File: config.mk
export PLATFORM = sky130hd
export DESIGN_NAME = link_framer
export DESIGN_NICKNAME = d
export VERILOG_FILES = /design/src/rtl/link_frame_pkg.sv /design/src/rtl/link_framer.sv
export SDC_FILE = /design/constraint.sdc
export NUM_CORES = 1
export LEC_CHECK = 0
export ABC_AREA = 1
export ABC_CLOCK_PERIOD_IN_PS = 4930
export BUFFER_PORTS_ARGS = -buffer_cell sky130_fd_sc_hd__clkbuf_2
export CAP_MARGIN = 25
export CORE_MARGIN = 2
export CORE_UTILIZATION = 25
export CTS_CLUSTER_DIAMETER = 40
export DETAILED_ROUTE_END_ITERATION = 8
export GPL_ROUTABILITY_DRIVEN = 0
export PLACE_DENSITY_LB_ADDON = 0.3
export SLEW_MARGIN = 20
export SYNTH_ARGS = -nofsm -noshare
export SYNTH_HDL_FRONTEND = slang
export SYNTH_SLANG_ARGS = --single-unit
File: constraint.sdc
create_clock -name clk -period 4.93 [get_ports clk]
set_input_delay 0.7395 -clock clk [delete_from_list [all_inputs] [get_ports clk]]
set_output_delay 0.7395 -clock clk [all_outputs]
set_load 0.02 [all_outputs]
File: src/rtl/link_frame_pkg.sv
// package: word layout, addresses and timing counts for the link framer
// assumes a 40 MHz core clock
package link_frame_pkg;
   localparam int          CLK_MHZ        = 40;
   localparam int          NARROW_DATA    = 21;
   localparam int          WIDE_DATA      = 29;
   localparam int          WORD_W         = 32;
   localparam int          PAR_IN_W       = 29;
   localparam int          NARROW_PAR_POS = 23;
   localparam int          WIDE_PAR_POS   = 31;
   localparam logic [7:0]  SER_ADDR_RST   = 8'h80;
   localparam logic [7:0]  DES_ADDR_RST   = 8'h90;
   localparam int          POWERUP_US     = 500;
   localparam int          POWERUP_CYC    = POWERUP_US * CLK_MHZ;
   localparam int          BLOCK_US       = 350;
   localparam int          BLOCK_CYC      = BLOCK_US * CLK_MHZ;
   localparam logic [15:0] SCRAM_SEED     = 16'hffff;
   localparam logic [3:0]  REG_SER_ADDR   = 4'h0;
   localparam logic [3:0]  REG_DES_ADDR   = 4'h1;
   localparam logic [3:0]  REG_CTRL       = 4'h2;
   localparam logic [3:0]  REG_ERR_THR    = 4'h3;
   localparam logic [3:0]  REG_STATUS     = 4'h4;
   localparam logic [3:0]  REG_ERR_CNT    = 4'h5;
   localparam int          CTRL_AUD_EN    = 0;
   localparam int          CTRL_FULL_DUP  = 1;
   localparam int          CTRL_LINK_EN   = 2;
   localparam logic [7:0]  CTRL_RST       = 8'h01;
   localparam logic [7:0]  ERR_THR_RST    = 8'h08;

   // side inputs carried beside the data in each word
   typedef struct packed {
      logic audio;
      logic fwd_ctrl;
   } side_bits_t;

   typedef enum logic [1:0] {
      RC_POWERUP = 2'b00,
      RC_READY   = 2'b01,
      RC_BLOCKED = 2'b11
   } rc_state_t;
endpackage : link_frame_pkg

File: src/rtl/link_framer.sv
// link_framer: serializer word builder and deserializer word parser
// assumes i2s and control pins arrive asynchronously, word stream is local
//
// Function
// - bus width select low gives 24-bit bus, high gives 32-bit bus
// - narrow mode ignores the eight upper data inputs
// - audio pins never counted among parallel data bits
// - data bits reproduced in same order at outputs
// - audio disabled: serial data pin carried as an extra data bit
// - each clock: assemble, scramble, line-code, send the word
// - receive: decode, descramble, present word on outputs
// - leading 21 or 29 word bits come from data inputs in order
// - one audio bit encodes the i2s inputs
// - one forward control bit carries control data forward
// - final bit is parity over preceding 23 or 31 bits
// - reverse channel sends control and interrupt back on same pair
// - reverse channel independent of forward control bit
// - reverse channel unused before 500 us after power-up
// - reverse reception blocked 350 us on link start or stop
// - device addresses reset 0x80 and 0x90, writable by host
// - control channel supports 100 kbps to 1 Mbps
// - control link half-duplex or full-duplex selectable
// - narrow mode drives eight upper data outputs low
// - error output low when decode errors exceed threshold
// - lock only when plls locked and word boundary aligned
`timescale 1ns/1ps
module link_framer #(
   parameter int POWERUP_CYCLES = link_frame_pkg::POWERUP_CYC,
   parameter int BLOCK_CYCLES   = link_frame_pkg::BLOCK_CYC
) (
   input  wire logic        clk,          // 40 mhz core clock
   input  wire logic        rst_n,        // async reset, active low
   input  wire logic        bus_width_select, // 0 narrow, 1 wide
   input  wire logic [28:0] din,          // parallel data in
   input  wire logic        i2s_sd,       // i2s serial data pin
   input  wire logic        i2s_sck,      // i2s bit clock pin
   input  wire logic        i2s_ws,       // i2s word select pin
   input  wire logic        fwd_ctrl_in,  // forward control data
   output logic [31:0]      tx_word,      // scrambled word out
   input  wire logic [31:0] rx_word,      // scrambled word in
   input  wire logic        rx_code_err,  // line decoder error
   input  wire logic        pll_locked,   // receive plls locked
   input  wire logic        word_aligned, // word boundary found
   output logic [28:0]      dout,         // parallel data out
   output logic             sd_out,       // received audio bit, raw serial data with audio off
   output logic             audio_carrier_bit, // received audio bit
   output logic             forward_control_bit, // received ctrl bit
   output logic             err_n,        // error, active low
   output logic             lock,         // link locked
   input  wire logic        rev_tx_in,    // reverse ctrl data in
   input  wire logic        rev_line_in,  // reverse line sample
   output logic             rev_line_out, // reverse line drive
   output logic             rev_rx_out,   // reverse data received
   output logic             rev_avail,    // reverse channel usable
   output logic             full_duplex,  // control link mode
   input  wire logic [3:0]  reg_addr,     // register address
   input  wire logic [7:0]  reg_wdata,    // register write data
   input  wire logic        reg_wr,       // write strobe
   input  wire logic        reg_rd,       // read strobe
   output logic [7:0]       reg_rdata     // read data, next cycle
);
   logic [7:0]  serializer_addr_reg;
   logic [7:0]  deserializer_addr_reg;
   logic [7:0]  ctrl;
   logic [7:0]  err_thr;
   logic [7:0]  err_cnt;
   logic [2:0]  sd_s, sck_s, ws_s, fc_s, rvi_s, rvl_s;
   logic        sd_q, sck_q, ws_q, fc_q;
   logic [1:0]  aud_phase;
   logic [15:0] tx_lfsr, rx_lfsr, rx_key;
   logic [31:0] word_plain, rx_plain;
   logic        parity_err, link_en_q;
   link_frame_pkg::side_bits_t side;
   link_frame_pkg::rc_state_t  rc_state;
   logic [31:0] rc_cnt;

   // even parity over the low n bits
   function automatic logic par_over(input logic [31:0] w, input int n);
      logic p;
      p = 1'b0;
      for (int i = 0; i < 32; i++) begin
         if (i < n) begin
            p = p ^ w[i];
         end
      end
      return p;
   endfunction : par_over

   // scrambler keystream step, shared by both ends
   function automatic logic [15:0] lfsr_step(input logic [15:0] s);
      return {s[14:0], s[15] ^ s[13] ^ s[12] ^ s[10]};
   endfunction : lfsr_step

   // three-stage synchronisers, change taken when stages two and three agree
   always_ff @(posedge clk or negedge rst_n) begin
      if (!rst_n) begin
         sd_s  <= 3'h0;
         sck_s <= 3'h0;
         ws_s  <= 3'h0;
         fc_s  <= 3'h0;
         rvi_s <= 3'h0;
         rvl_s <= 3'h0;
      end else begin
         sd_s  <= {sd_s[1:0], i2s_sd};
         sck_s <= {sck_s[1:0], i2s_sck};
         ws_s  <= {ws_s[1:0], i2s_ws};
         fc_s  <= {fc_s[1:0], fwd_ctrl_in};
         rvi_s <= {rvi_s[1:0], rev_tx_in};
         rvl_s <= {rvl_s[1:0], rev_line_in};
      end
   end

   // filtered levels of the synchronised pins
   always_ff @(posedge clk or negedge rst_n) begin
      if (!rst_n) begin
         sd_q  <= 1'b0;
         sck_q <= 1'b0;
         ws_q  <= 1'b0;
         fc_q  <= 1'b0;
      end else begin
         if (sd_s[1] == sd_s[2]) sd_q <= sd_s[2];
         if (sck_s[1] == sck_s[2]) sck_q <= sck_s[2];
         if (ws_s[1] == ws_s[2]) ws_q <= ws_s[2];
         if (fc_s[1] == fc_s[2]) fc_q <= fc_s[2];
      end
   end

   // audio encoding: cycle through sd, sck, ws one per word
   always_ff @(posedge clk or negedge rst_n) begin
      if (!rst_n) begin
         aud_phase <= 2'h0;
      end else if (aud_phase == 2'h2) begin
         aud_phase <= 2'h0;
      end else begin
         aud_phase <= aud_phase + 2'h1;
      end
   end

   // side bits of the outgoing word
   always_comb begin
      side.fwd_ctrl = fc_q;
      if (!ctrl[link_frame_pkg::CTRL_AUD_EN]) begin
         side.audio = sd_q;
      end else begin
         case (aud_phase)
            2'h0:    side.audio = sd_q;
            2'h1:    side.audio = sck_q;
            2'h2:    side.audio = ws_q;
            default: side.audio = 1'b0;
         endcase
      end
   end

   // word assembly: data, audio, control, parity
   always_comb begin
      word_plain = 32'h0;
      if (!bus_width_select) begin
         word_plain[20:0] = din[20:0];
         word_plain[21]   = side.audio;
         word_plain[22]   = side.fwd_ctrl;
         word_plain[23]   = par_over(word_plain,
                            link_frame_pkg::NARROW_PAR_POS);
      end else begin
         word_plain[28:0] = din;
         word_plain[29]   = side.audio;
         word_plain[30]   = side.fwd_ctrl;
         word_plain[31]   = par_over(word_plain,
                            link_frame_pkg::WIDE_PAR_POS);
      end
   end

   // transmit scrambler and word register; line coder follows outside
   always_ff @(posedge clk or negedge rst_n) begin
      if (!rst_n) begin
         tx_lfsr <= link_frame_pkg::SCRAM_SEED;
         tx_word <= 32'h0;
      end else begin
         tx_lfsr <= lfsr_step(tx_lfsr);
         tx_word <= word_plain ^ {2{tx_lfsr}};
      end
   end

   // receive descrambler; key lags one word, matching the transmit register
   assign rx_plain = rx_word ^ {2{rx_key}};
   assign parity_err = bus_width_select ?
      (par_over(rx_plain, link_frame_pkg::WIDE_PAR_POS) != rx_plain[31]) :
      (par_over(rx_plain, link_frame_pkg::NARROW_PAR_POS) != rx_plain[23]);

   // receive outputs; upper lanes low in narrow mode
   always_ff @(posedge clk or negedge rst_n) begin
      if (!rst_n) begin
         rx_lfsr             <= link_frame_pkg::SCRAM_SEED;
         rx_key              <= link_frame_pkg::SCRAM_SEED;
         dout                <= 29'h0;
         sd_out              <= 1'b0;
         audio_carrier_bit   <= 1'b0;
         forward_control_bit <= 1'b0;
      end else begin
         rx_lfsr <= lfsr_step(rx_lfsr);
         rx_key  <= rx_lfsr;
         if (!bus_width_select) begin
            dout                <= {8'h0, rx_plain[20:0]};
            audio_carrier_bit   <= rx_plain[21];
            forward_control_bit <= rx_plain[22];
            sd_out              <= rx_plain[21];
         end else begin
            dout                <= rx_plain[28:0];
            audio_carrier_bit   <= rx_plain[29];
            forward_control_bit <= rx_plain[30];
            sd_out              <= rx_plain[29];
         end
      end
   end

   // decode error count, saturating; set wins over software clear
   always_ff @(posedge clk or negedge rst_n) begin
      if (!rst_n) begin
         err_cnt <= 8'h0;
      end else if (lock && (rx_code_err || parity_err)) begin
         if (err_cnt != 8'hff) err_cnt <= err_cnt + 8'h1;
      end else if (reg_wr && reg_addr == link_frame_pkg::REG_ERR_CNT) begin
         err_cnt <= 8'h0;
      end
   end

   // lock and error outputs
   always_ff @(posedge clk or negedge rst_n) begin
      if (!rst_n) begin
         lock  <= 1'b0;
         err_n <= 1'b1;
      end else begin
         lock  <= pll_locked && word_aligned;
         err_n <= !(err_cnt > err_thr);
      end
   end

   // reverse channel availability: power-up wait, then block on link change
   always_ff @(posedge clk or negedge rst_n) begin
      if (!rst_n) begin
         rc_state  <= link_frame_pkg::RC_POWERUP;
         rc_cnt    <= 32'h0;
         link_en_q <= 1'b0;
      end else begin
         link_en_q <= ctrl[link_frame_pkg::CTRL_LINK_EN];
         case (rc_state)
            link_frame_pkg::RC_POWERUP: begin
               if (rc_cnt >= 32'(POWERUP_CYCLES - 1)) begin
                  rc_state <= link_frame_pkg::RC_READY;
                  rc_cnt   <= 32'h0;
               end else begin
                  rc_cnt <= rc_cnt + 32'h1;
               end
            end
            link_frame_pkg::RC_READY: begin
               if (link_en_q != ctrl[link_frame_pkg::CTRL_LINK_EN]) begin
                  rc_state <= link_frame_pkg::RC_BLOCKED;
                  rc_cnt   <= 32'h0;
               end
            end
            link_frame_pkg::RC_BLOCKED: begin
               if (link_en_q != ctrl[link_frame_pkg::CTRL_LINK_EN]) begin
                  rc_cnt <= 32'h0;
               end else if (rc_cnt >= 32'(BLOCK_CYCLES - 1)) begin
                  rc_state <= link_frame_pkg::RC_READY;
                  rc_cnt   <= 32'h0;
               end else begin
                  rc_cnt <= rc_cnt + 32'h1;
               end
            end
            default: begin
               rc_state <= link_frame_pkg::RC_POWERUP;
               rc_cnt   <= 32'h0;
            end
         endcase
      end
   end
   assign rev_avail   = (rc_state == link_frame_pkg::RC_READY);
   assign full_duplex = ctrl[link_frame_pkg::CTRL_FULL_DUP];

   // reverse channel path, free of the forward control bit
   always_ff @(posedge clk or negedge rst_n) begin
      if (!rst_n) begin
         rev_line_out <= 1'b0;
         rev_rx_out   <= 1'b0;
      end else begin
         if (!rev_avail || rvi_s[1] == rvi_s[2]) begin
            rev_line_out <= rev_avail && rvi_s[2];
         end
         if (!rev_avail || rvl_s[1] == rvl_s[2]) begin
            rev_rx_out <= rev_avail && rvl_s[2];
         end
      end
   end

   // register writes
   always_ff @(posedge clk or negedge rst_n) begin
      if (!rst_n) begin
         serializer_addr_reg   <= link_frame_pkg::SER_ADDR_RST;
         deserializer_addr_reg <= link_frame_pkg::DES_ADDR_RST;
         ctrl                  <= link_frame_pkg::CTRL_RST;
         err_thr               <= link_frame_pkg::ERR_THR_RST;
      end else if (reg_wr) begin
         case (reg_addr)
            link_frame_pkg::REG_SER_ADDR: serializer_addr_reg <= reg_wdata;
            link_frame_pkg::REG_DES_ADDR: deserializer_addr_reg <= reg_wdata;
            link_frame_pkg::REG_CTRL:     ctrl <= reg_wdata;
            link_frame_pkg::REG_ERR_THR:  err_thr <= reg_wdata;
            default: ;
         endcase
      end
   end

   // register reads, data one cycle after the strobe only
   always_ff @(posedge clk or negedge rst_n) begin
      if (!rst_n) begin
         reg_rdata <= 8'h0;
      end else if (reg_rd) begin
         case (reg_addr)
            link_frame_pkg::REG_SER_ADDR: reg_rdata <= serializer_addr_reg;
            link_frame_pkg::REG_DES_ADDR: reg_rdata <= deserializer_addr_reg;
            link_frame_pkg::REG_CTRL:     reg_rdata <= ctrl;
            link_frame_pkg::REG_ERR_THR:  reg_rdata <= err_thr;
            link_frame_pkg::REG_STATUS:
               reg_rdata <= {5'h0, rev_avail, !err_n, lock};
            link_frame_pkg::REG_ERR_CNT:  reg_rdata <= err_cnt;
            default:                      reg_rdata <= 8'h0;
         endcase
      end else begin
         reg_rdata <= 8'h0;
      end
   end

   // checks
   chk_narrow_upper: assert property (@(posedge clk)
      disable iff (!rst_n)
      !bus_width_select |=> dout[28:21] == 8'h0 || $past(bus_width_select))
      else $error("upper outputs not low in narrow mode");
   chk_wide_parity: assert property (@(posedge clk)
      disable iff (!rst_n)
      bus_width_select |-> ^word_plain == 1'b0)
      else $error("wide word parity not even");
   chk_narrow_parity: assert property (@(posedge clk)
      disable iff (!rst_n)
      !bus_width_select |-> ^word_plain[23:0] == 1'b0)
      else $error("narrow word parity not even");
   chk_narrow_data: assert property (@(posedge clk)
      disable iff (!rst_n)
      !bus_width_select |-> word_plain[31:24] == 8'h0 &&
      word_plain[20:0] == din[20:0])
      else $error("narrow word layout wrong");
   chk_tx_scramble: assert property (@(posedge clk)
      disable iff (!rst_n)
      1'b1 |=> tx_word == ($past(word_plain) ^ {2{$past(tx_lfsr)}}))
      else $error("transmit word not scrambled plain word");
   chk_lock_cause: assert property (@(posedge clk)
      disable iff (!rst_n)
      !(pll_locked && word_aligned) |=> !lock)
      else $error("lock without plls and alignment");
   chk_err_thresh: assert property (@(posedge clk)
      disable iff (!rst_n)
      err_cnt > err_thr |=> !err_n)
      else $error("error output missed threshold");
   chk_rev_blocked: assert property (@(posedge clk)
      disable iff (!rst_n)
      rev_avail && $changed(ctrl[link_frame_pkg::CTRL_LINK_EN])
      |=> ##1 !rev_avail [*3])
      else $error("reverse channel not blocked on link change");
   chk_powerup_wait: assert property (@(posedge clk)
      disable iff (!rst_n)
      rc_state == link_frame_pkg::RC_POWERUP |-> !rev_avail && !rev_rx_out
      ##1 1'b1)
      else $error("reverse channel used during power-up");
   chk_addr_write: assert property (@(posedge clk)
      disable iff (!rst_n)
      reg_wr && reg_addr == link_frame_pkg::REG_SER_ADDR
      |=> serializer_addr_reg == $past(reg_wdata))
      else $error("address register write lost");
   cov_wide_word: cover property (@(posedge clk) disable iff (!rst_n)
      bus_width_select ##1 bus_width_select);
   cov_err_low: cover property (@(posedge clk) disable iff (!rst_n)
      $fell(err_n));
   cov_rev_ready: cover property (@(posedge clk) disable iff (!rst_n)
      $rose(rev_avail));
   cov_audio_off: cover property (@(posedge clk) disable iff (!rst_n)
      !ctrl[link_frame_pkg::CTRL_AUD_EN]);
endmodule : link_framer

==> run metrics, run 1 <==
status finished clean; Clock power frac 0.510; Worst Path Max Fanout 30; Largest regs rc_cnt (32), tx_word (32), dout (29); Worst-Margin Slew about 0.9 ns; Synth-to-Final Area Change 29.0%; critical path class reg -> reg; Avg WL per Cell approximately 14 um; CP Buf/Inv Count 4; total die area about 38,000 um^2; initial drt markers around 270; sequential share of the synthesized area 0.575; first-pass GRT wire length 36,200 um; Seq pwr share 0.375; DRT Pass-1 Iters 4; Die H ~190 um; Post-layout nets 1,250; Syn Nets 1,058; Async S/R FF share, synth 1.00; row count a little under 70; final hold violation count 0; CTS tree built; CTS Hold Bufs 0; Die X 195 um; top cells by area, synth dfrtp_1, dfstp_2, nand2_1; cts repair resizes 0; Initial Utilization 0.255; Detail Route Antenna Nets 0; setup bufs post-CTS 0; unrepaired setup endpoints after global routing false; Placed Area about 10,000 um^2; synthesized cell area 9090 um^2; CTS Sinks roughly 210; number of synthesized flops with an enable pin 0; flops & latches, synth 207; Mean Syn Cell Area 9.50 um^2; switching part of the total 0.252; final setup vio count 0; share of layout cells above drive strength 1 0.231; I/O pin cnt 165; Root Buffer clkbuf_16; Total Wirelength around 22,000 um; Final TNS setup 0 ns; n_diodes 0; worst path arrival time 3.07 ns; gr usage total 0.121; CP max stage delay roughly 0.68 ns; Max clock buf depth 3; CP Data Required Time 5.35 ns; vias in the first global route between 6,000 and 7,000; top sig layer met5; CP top delay family buffers and inverters; largest net degree at the start of global routing ~110; core area about 36,000 um^2; crit-path cells inv_1 -> ha_1 -> inv_1 -> nor2_1 -> inv_1 -> o211ai_1 -> buf_4 -> o22ai_1; Final period util 0.539; met3 wire len approximately 1600 um; Min-Delay Path Class in -> async; Relative slew margins 0.386; initial antenna violation count 2; Mapped Cells roughly 960; NetSw roughly 1300 uW; Final Util 0.329; Crit. End Element flip-flop; most common cell in the netlist nand2_1; cell area after layout ~12,000 um^2; Pwr per Cell Area 434 nW/um^2; GR Overflow Total 0; dpl hpwl approximately 16,000 um; pins over their slew limit 0; minimum clock period after layout ~2.7 ns; Syn. warnings 0; crit start category flip-flop; Pleak between 0.005 and 0.006 uW; Worst-path clk slew 0.05 ns; Synth top area share 0.463; Filler Cells Inserted about 3,700; Logic pwr share 0.115; FMAX 0.377 GHz; dpl ws 2.25 ns; Via-to-Cell Ratio 4.12; Yosys top cell by area dfrtp_1; Clock Skew approximately 0.023 ns; main flop type after synthesis dfrtp_1; Port-buffer cells between 150 and 200; top post-synthesis cells by count nand2_1, dfrtp_1, inv_1, xor2_1, nor2_1; Skew-Pair Late Insertion Delay 0.51 ns; PnR worst setup slack 2.27 ns; htree depth 2; wl on met1 roughly 10,000 um; crit path max-delay cell type inv_1; most frequent cell on the critical path inv_1; max_cap viols 0; total CTS buffers 37; peak supply drop between 150 and 200 uV; Yosys cell types 33; Vias ~6,700; Pint ~3800 uW; met2 wire length around 10,000 um; DRC violations left 0
==> per-stage QoR <==
step | hold WS (ns) | instances | power [uW]
final | 0.253 | 1639 | 5080
after global routing | 0.324 | 1639 | 5350
after CTS | 0.303 | 1639 | 5190
after detailed placement | 0.336 | 1571 | 2530
after global placement | 0.336 | 1570 | 2520
after floorplan | 0.331 | 957 | 2290
==> power by group through the flow <==
stage	logic, uW	clock network (uW)	registers, uW
floorplan	330	0	1960
global placement	584	0	1930
detailed placement	594	0	1930
CTS	597	2680	1910
global route	671	2760	1920
finish	586	2590	1910
==> worst paths after layout <==
path	start	endpoint	slack, ns	cells past startpoint
max reg2reg	rc_state[1]	rc_cnt[8]	2.27	8
min reg2reg	rvi_s[0]	rvi_s[1]	0.34	0
min	rst_n	tx_word[18]	0.25	1
min in group clk	rvi_s[0]	rvi_s[1]	0.34	0
max	rc_state[1]	rc_cnt[8]	2.27	8
max in group asynchronous	rst_n	rx_key[5]	3.62	2
==> kinds of logic after synthesis <==
kind of cell | Yosys count | share of synthesized area
xor+xnor | 107 | 0.105
simple gates | 382 | 0.171
fa+ha+maj | 18 | 0.0237
buf+inv | 147 | 0.0646
flops | 207 | 0.575
compound gates | 96 | 0.0608
==> worst reg2reg max path, delay by kind of cell, from the launching register on <==
kind / cells / cell delay [ns]
buffers and inverters: 4 / 1.21
AOI/OAI and AO/OA: 2 / 0.64
DFF: 1 / 0.38
adders and majority gates: 1 / 0.24
and+or+nand+nor: 1 / 0.10
==> routing by layer <==
metal | GRT usage | vias up
met5 | 0 | -
met4 | 0.0356 | 4
met3 | 0.0399 | 40
met2 | 0.192 | 152
met1 | 0.156 | 3155
li1 | - | 3397
==> layout make-up <==
class,instances,area (um^2),area share
clock inverter,14,185,0.0158
tap,461,577,0.0492
multi-input combinational,603,3270,0.279
clock buffer,54,1100,0.0940
inverter,134,503,0.0429
timing repair buffer,166,858,0.0732
sequential,207,5230,0.446
==> layout by cell type, fill, tap and decap left out, types with 5 or more instances in the layout <==
cell	count
a21oi_1	10
a221oi_1	8
a31oi_1	8
clkbuf_1	8
clkbuf_16	39
clkbuf_2	163
clkbuf_8	7
clkinv_2	5
dfrtp_1	168
dfstp_2	39
ha_1	14
inv_1	131
nand2_1	258
nand3_1	44
nand4_1	5
nor2_1	56
nor3_1	9
o21ai_0	51
o22ai_1	14
xnor2_1	46
xor2_1	59
Power figures use the tool's default switching activity.
==> inputs of run 2 (changes only) <==
--- a/config.mk
+++ b/config.mk
@@ -5,8 +5,8 @@
 export SDC_FILE = /design/constraint.sdc
 export NUM_CORES = 1
 export LEC_CHECK = 0
-export ABC_AREA = 1
-export ABC_CLOCK_PERIOD_IN_PS = 4930
+export ABC_AREA = 0
+export ABC_CLOCK_PERIOD_IN_PS = 2200
 export BUFFER_PORTS_ARGS = -buffer_cell sky130_fd_sc_hd__clkbuf_2
 export CAP_MARGIN = 25
 export CORE_MARGIN = 2
==> constraint.sdc (replaced) <==
create_clock -name clk -period 2.2 [get_ports clk]
set_input_delay 0.33 -clock clk [delete_from_list [all_inputs] [get_ports clk]]
set_output_delay 0.33 -clock clk [all_outputs]
set_load 0.02 [all_outputs]
==> run 2 against run 1 <==
Compared with the run above:
- the run now ends with negative hold slack, negative setup slack left
- power is 120% higher
- sequential power is 130% higher
- global-route usage is 0.57 points lower
- worst hold slack worse by 0.25 ns
- critical path type unchanged
- highest routed layer is now met4
==> run metrics, run 2 <==
Logic pwr share 0.160 (was 0.115); Synth top area share 0.487 (was 0.463); Pwr per Cell Area 942 nW/um^2 (was 434 nW/um^2); Worst-path clk slew 0.05 ns (about the same); commonest cells after routing, fill and taps aside dfrtp_1, clkbuf_2, buf_4, xnor2_1, xor2_1 (was nand2_1, dfrtp_1, clkbuf_2, inv_1, xor2_1); Avg WL per Cell 14.5 um (was 13.7 um); I/O pin cnt 165 (unchanged); failing checks negative hold slack, negative setup slack; Placed Cells 1,333 (was 1,571); switching part of the total 0.269 (was 0.252); row count 68 (was 69); CTS Sinks 207 (unchanged); FMAX 0.356 GHz (was 0.377 GHz); Vias 5,790 (was 6,748); Pint 8120 uW (was 3800 uW); DRT Pass-1 Iters 4 (unchanged); Worst-Margin Slew 0.451 ns (was 0.921 ns); Max clock buf depth 3 (unchanged); fin cells 1,405 (was 1,639); Clock Skew 0.0126 ns (was 0.0226 ns); core area 34,300 um^2 (was 35,700 um^2); largest net degree at the start of global routing 55 (was 107); Syn. warnings 0 (unchanged); cell area after layout 11,800 um^2 (was 11,700 um^2); Initial Utilization 0.252 (was 0.255); share of layout cells above drive strength 1 0.414 (was 0.231); pins over their slew limit 0 (unchanged); Yosys top cell by area dfrtp_1 (unchanged); most common cell in the netlist dfrtp_1 (was nand2_1); flops & latches, synth 207 (unchanged); Syn Nets 773 (was 1,058); final setup vio count 23 (was 0); initial antenna violation count 0 (was 2); GR Overflow Total 0 (unchanged); Mapped Cells 672 (was 957); Final period util 1.28 (was 0.539); critical path class reg -> reg (unchanged); first-pass GRT wire length 33,000 um (was 36,200 um); worst path arrival time 3.19 ns (was 3.07 ns); Skew-Pair Late Insertion Delay 0.49 ns (was 0.51 ns); gr usage total 0.115 (was 0.121); Via-to-Cell Ratio 4.12 (about the same); Min-Delay Path Class in -> reg (was in -> async); CP Data Required Time 2.58 ns (was 5.35 ns); Total Wirelength 20,300 um (was 22,500 um); crit start category flip-flop (unchanged); unrepaired setup endpoints after global routing true (was false); minimum clock period after layout 2.81 ns (was 2.66 ns); Root Buffer clkbuf_16 (unchanged); n_diodes 0 (unchanged); sequential share of the synthesized area 0.605 (was 0.575); most common cell after layout, fill and taps aside dfrtp_1 (was nand2_1); Pleak 0.00560 uW (was 0.00580 uW); Die X 190 um (was 195 um); Largest regs rc_cnt (32), tx_word (32), dout (29) (unchanged); main flop type after synthesis dfrtp_1 (unchanged); Async S/R FF share, synth 1.00 (unchanged); status complete, but fails checks (was finished clean); peak supply drop 377 uV (was 191 uV); Detail Route Antenna Nets 0 (unchanged); Port-buffer cells 164 (unchanged); max_cap viols 0 (unchanged); vias in the first global route 6,035 (was 6,874); NetSw 2990 uW (was 1280 uW); Die H 190 um (was 195 um); Yosys cell types 54 (was 33); Worst Path Max Fanout 3 (was 30); PnR worst setup slack -0.613 ns (was 2.27 ns); dpl hpwl 14,700 um (was 16,300 um); Crit. End Element flip-flop (unchanged); final hold violation count 1 (was 0); Post-layout nets 1,026 (was 1,250); Filler Cells Inserted 3,408 (was 3,658); total CTS buffers 34 (was 37); number of synthesized flops with an enable pin 0 (unchanged); top post-synthesis cells by count dfrtp_1, xnor2_1, xor2_1, nand2_1, dfstp_2 (was nand2_1, dfrtp_1, inv_1, xor2_1, nor2_1); Clock power frac 0.453 (was 0.510); CTS tree built (unchanged); Seq pwr share 0.387 (was 0.375); final hold slack -0.0000700 ns (was 0.253 ns); htree depth 2 (unchanged); top cells by area, synth dfrtp_1, dfstp_2, xnor2_1 (was dfrtp_1, dfstp_2, nand2_1); Mean Syn Cell Area 12.9 um^2 (was 9.50 um^2); Synth-to-Final Area Change 36.6% (was 29.0%); total die area 36,100 um^2 (was 37,900 um^2); DRC violations left 0 (unchanged); Placed Area 10,500 um^2 (was 10,400 um^2); initial drt markers 197 (was 273); synthesized cell area 8640 um^2 (was 9090 um^2); Relative slew margins 0.699 (was 0.386)
[run 2: layout make-up]
| class | instances | area, um^2 | share of cell area |
|---|---|---|---|
| clock buffer | 40 | 915 | 0.0775 |
| sequential | 207 | 5230 | 0.443 |
| inverter | 15 | 61.3 | 0.00520 |
| clock inverter | 21 | 179 | 0.0152 |
| tap | 455 | 569 | 0.0482 |
| timing repair buffer | 238 | 1460 | 0.123 |
| multi-input combinational | 429 | 3390 | 0.288 |
[run 2: kinds of logic (layout without fill, tap and decap cells)]
family,Yosys count,after routing,synth area share
xor+xnor,126,126,0.138
mux,39,39,0.0566
fa+ha+maj,18,18,0.0249
flops,207,207,0.605
compound gates,92,92,0.0669
buf+inv,36,314,0.0180
simple gates,154,154,0.0904
[run 2: worst max-delay path, cell delays in order (launching register included)]
cell     delay (ns)
dfstp_2        0.57
xor2_2         0.18
xor2_1         0.21
xor3_1         0.26
xnor3_1        0.18
nand2_1        0.07
xnor3_2        0.49
o21ai_4        0.17
mux2_4         0.32
mux2_4         0.26
[run 2: path summary, 6_finish.rpt]
| path | depth (start not counted) | slack, ns | end | start |
|---|---|---|---|---|
| max | 9 | -0.61 | err_cnt[0] | rx_key[10] |
| min in group asynchronous | 2 | 0.31 | dout[11] | rst_n |
| max reg2reg | 9 | -0.61 | err_cnt[0] | rx_key[10] |
| min reg2reg | 0 | 0.34 | sd_s[1] | sd_s[0] |
| min | 1 | -0.00007 | rvl_s[0] | rev_line_in |
| max in group asynchronous | 3 | 1.23 | tx_lfsr[10] | rst_n |
[run 2: through the flow]
| step | util | total power (uW) | setup slack, ns | setup TNS (ns) |
|---|---|---|---|---|
| global route | 0.344 | 11700 | -0.722 | -12.59 |
| CTS | 0.343 | 11300 | -0.630 | -9.87 |
| detailed placement | 0.306 | 6100 | -0.699 | -10.35 |
| floorplan | - | 5410 | -0.427 | -4.62 |
| global placement | 0.306 | 6080 | -0.655 | -9.89 |
| finish | 0.344 | 11100 | -0.613 | -9.42 |
[run 2: per-layer routing]
metal,global-route usage,up-vias,part of all wire
li1,-,2809,-
met1,0.156,2789,0.47
met2,0.178,155,0.44
met3,0.0303,37,0.064
met4,0.0391,0,0.023
met5,0,-,0
[run 2: what timing repair did]
item | CTS | global route
cloned | 1 | 0
buffers inserted | 2 | 2
resized for setup | 21 | 4
setup endpoints to repair | 23 | 24
pin swaps | 4 | 4
hold buffers | 6 | 0
endpoints found under the hold margin | 39 | 0
[run 2: power groups by stage]
stage / Combinational (uW) / Clock, uW / Sequential [uW]
6_report: 1780 / 5040 / 4300
5_1_grt: 1980 / 5410 / 4330
4_1_cts: 1810 / 5220 / 4300
2_1_floorplan: 974 / 0 / 4430
3_5_place_dp: 1740 / 0 / 4360
3_3_place_gp: 1720 / 0 / 4350
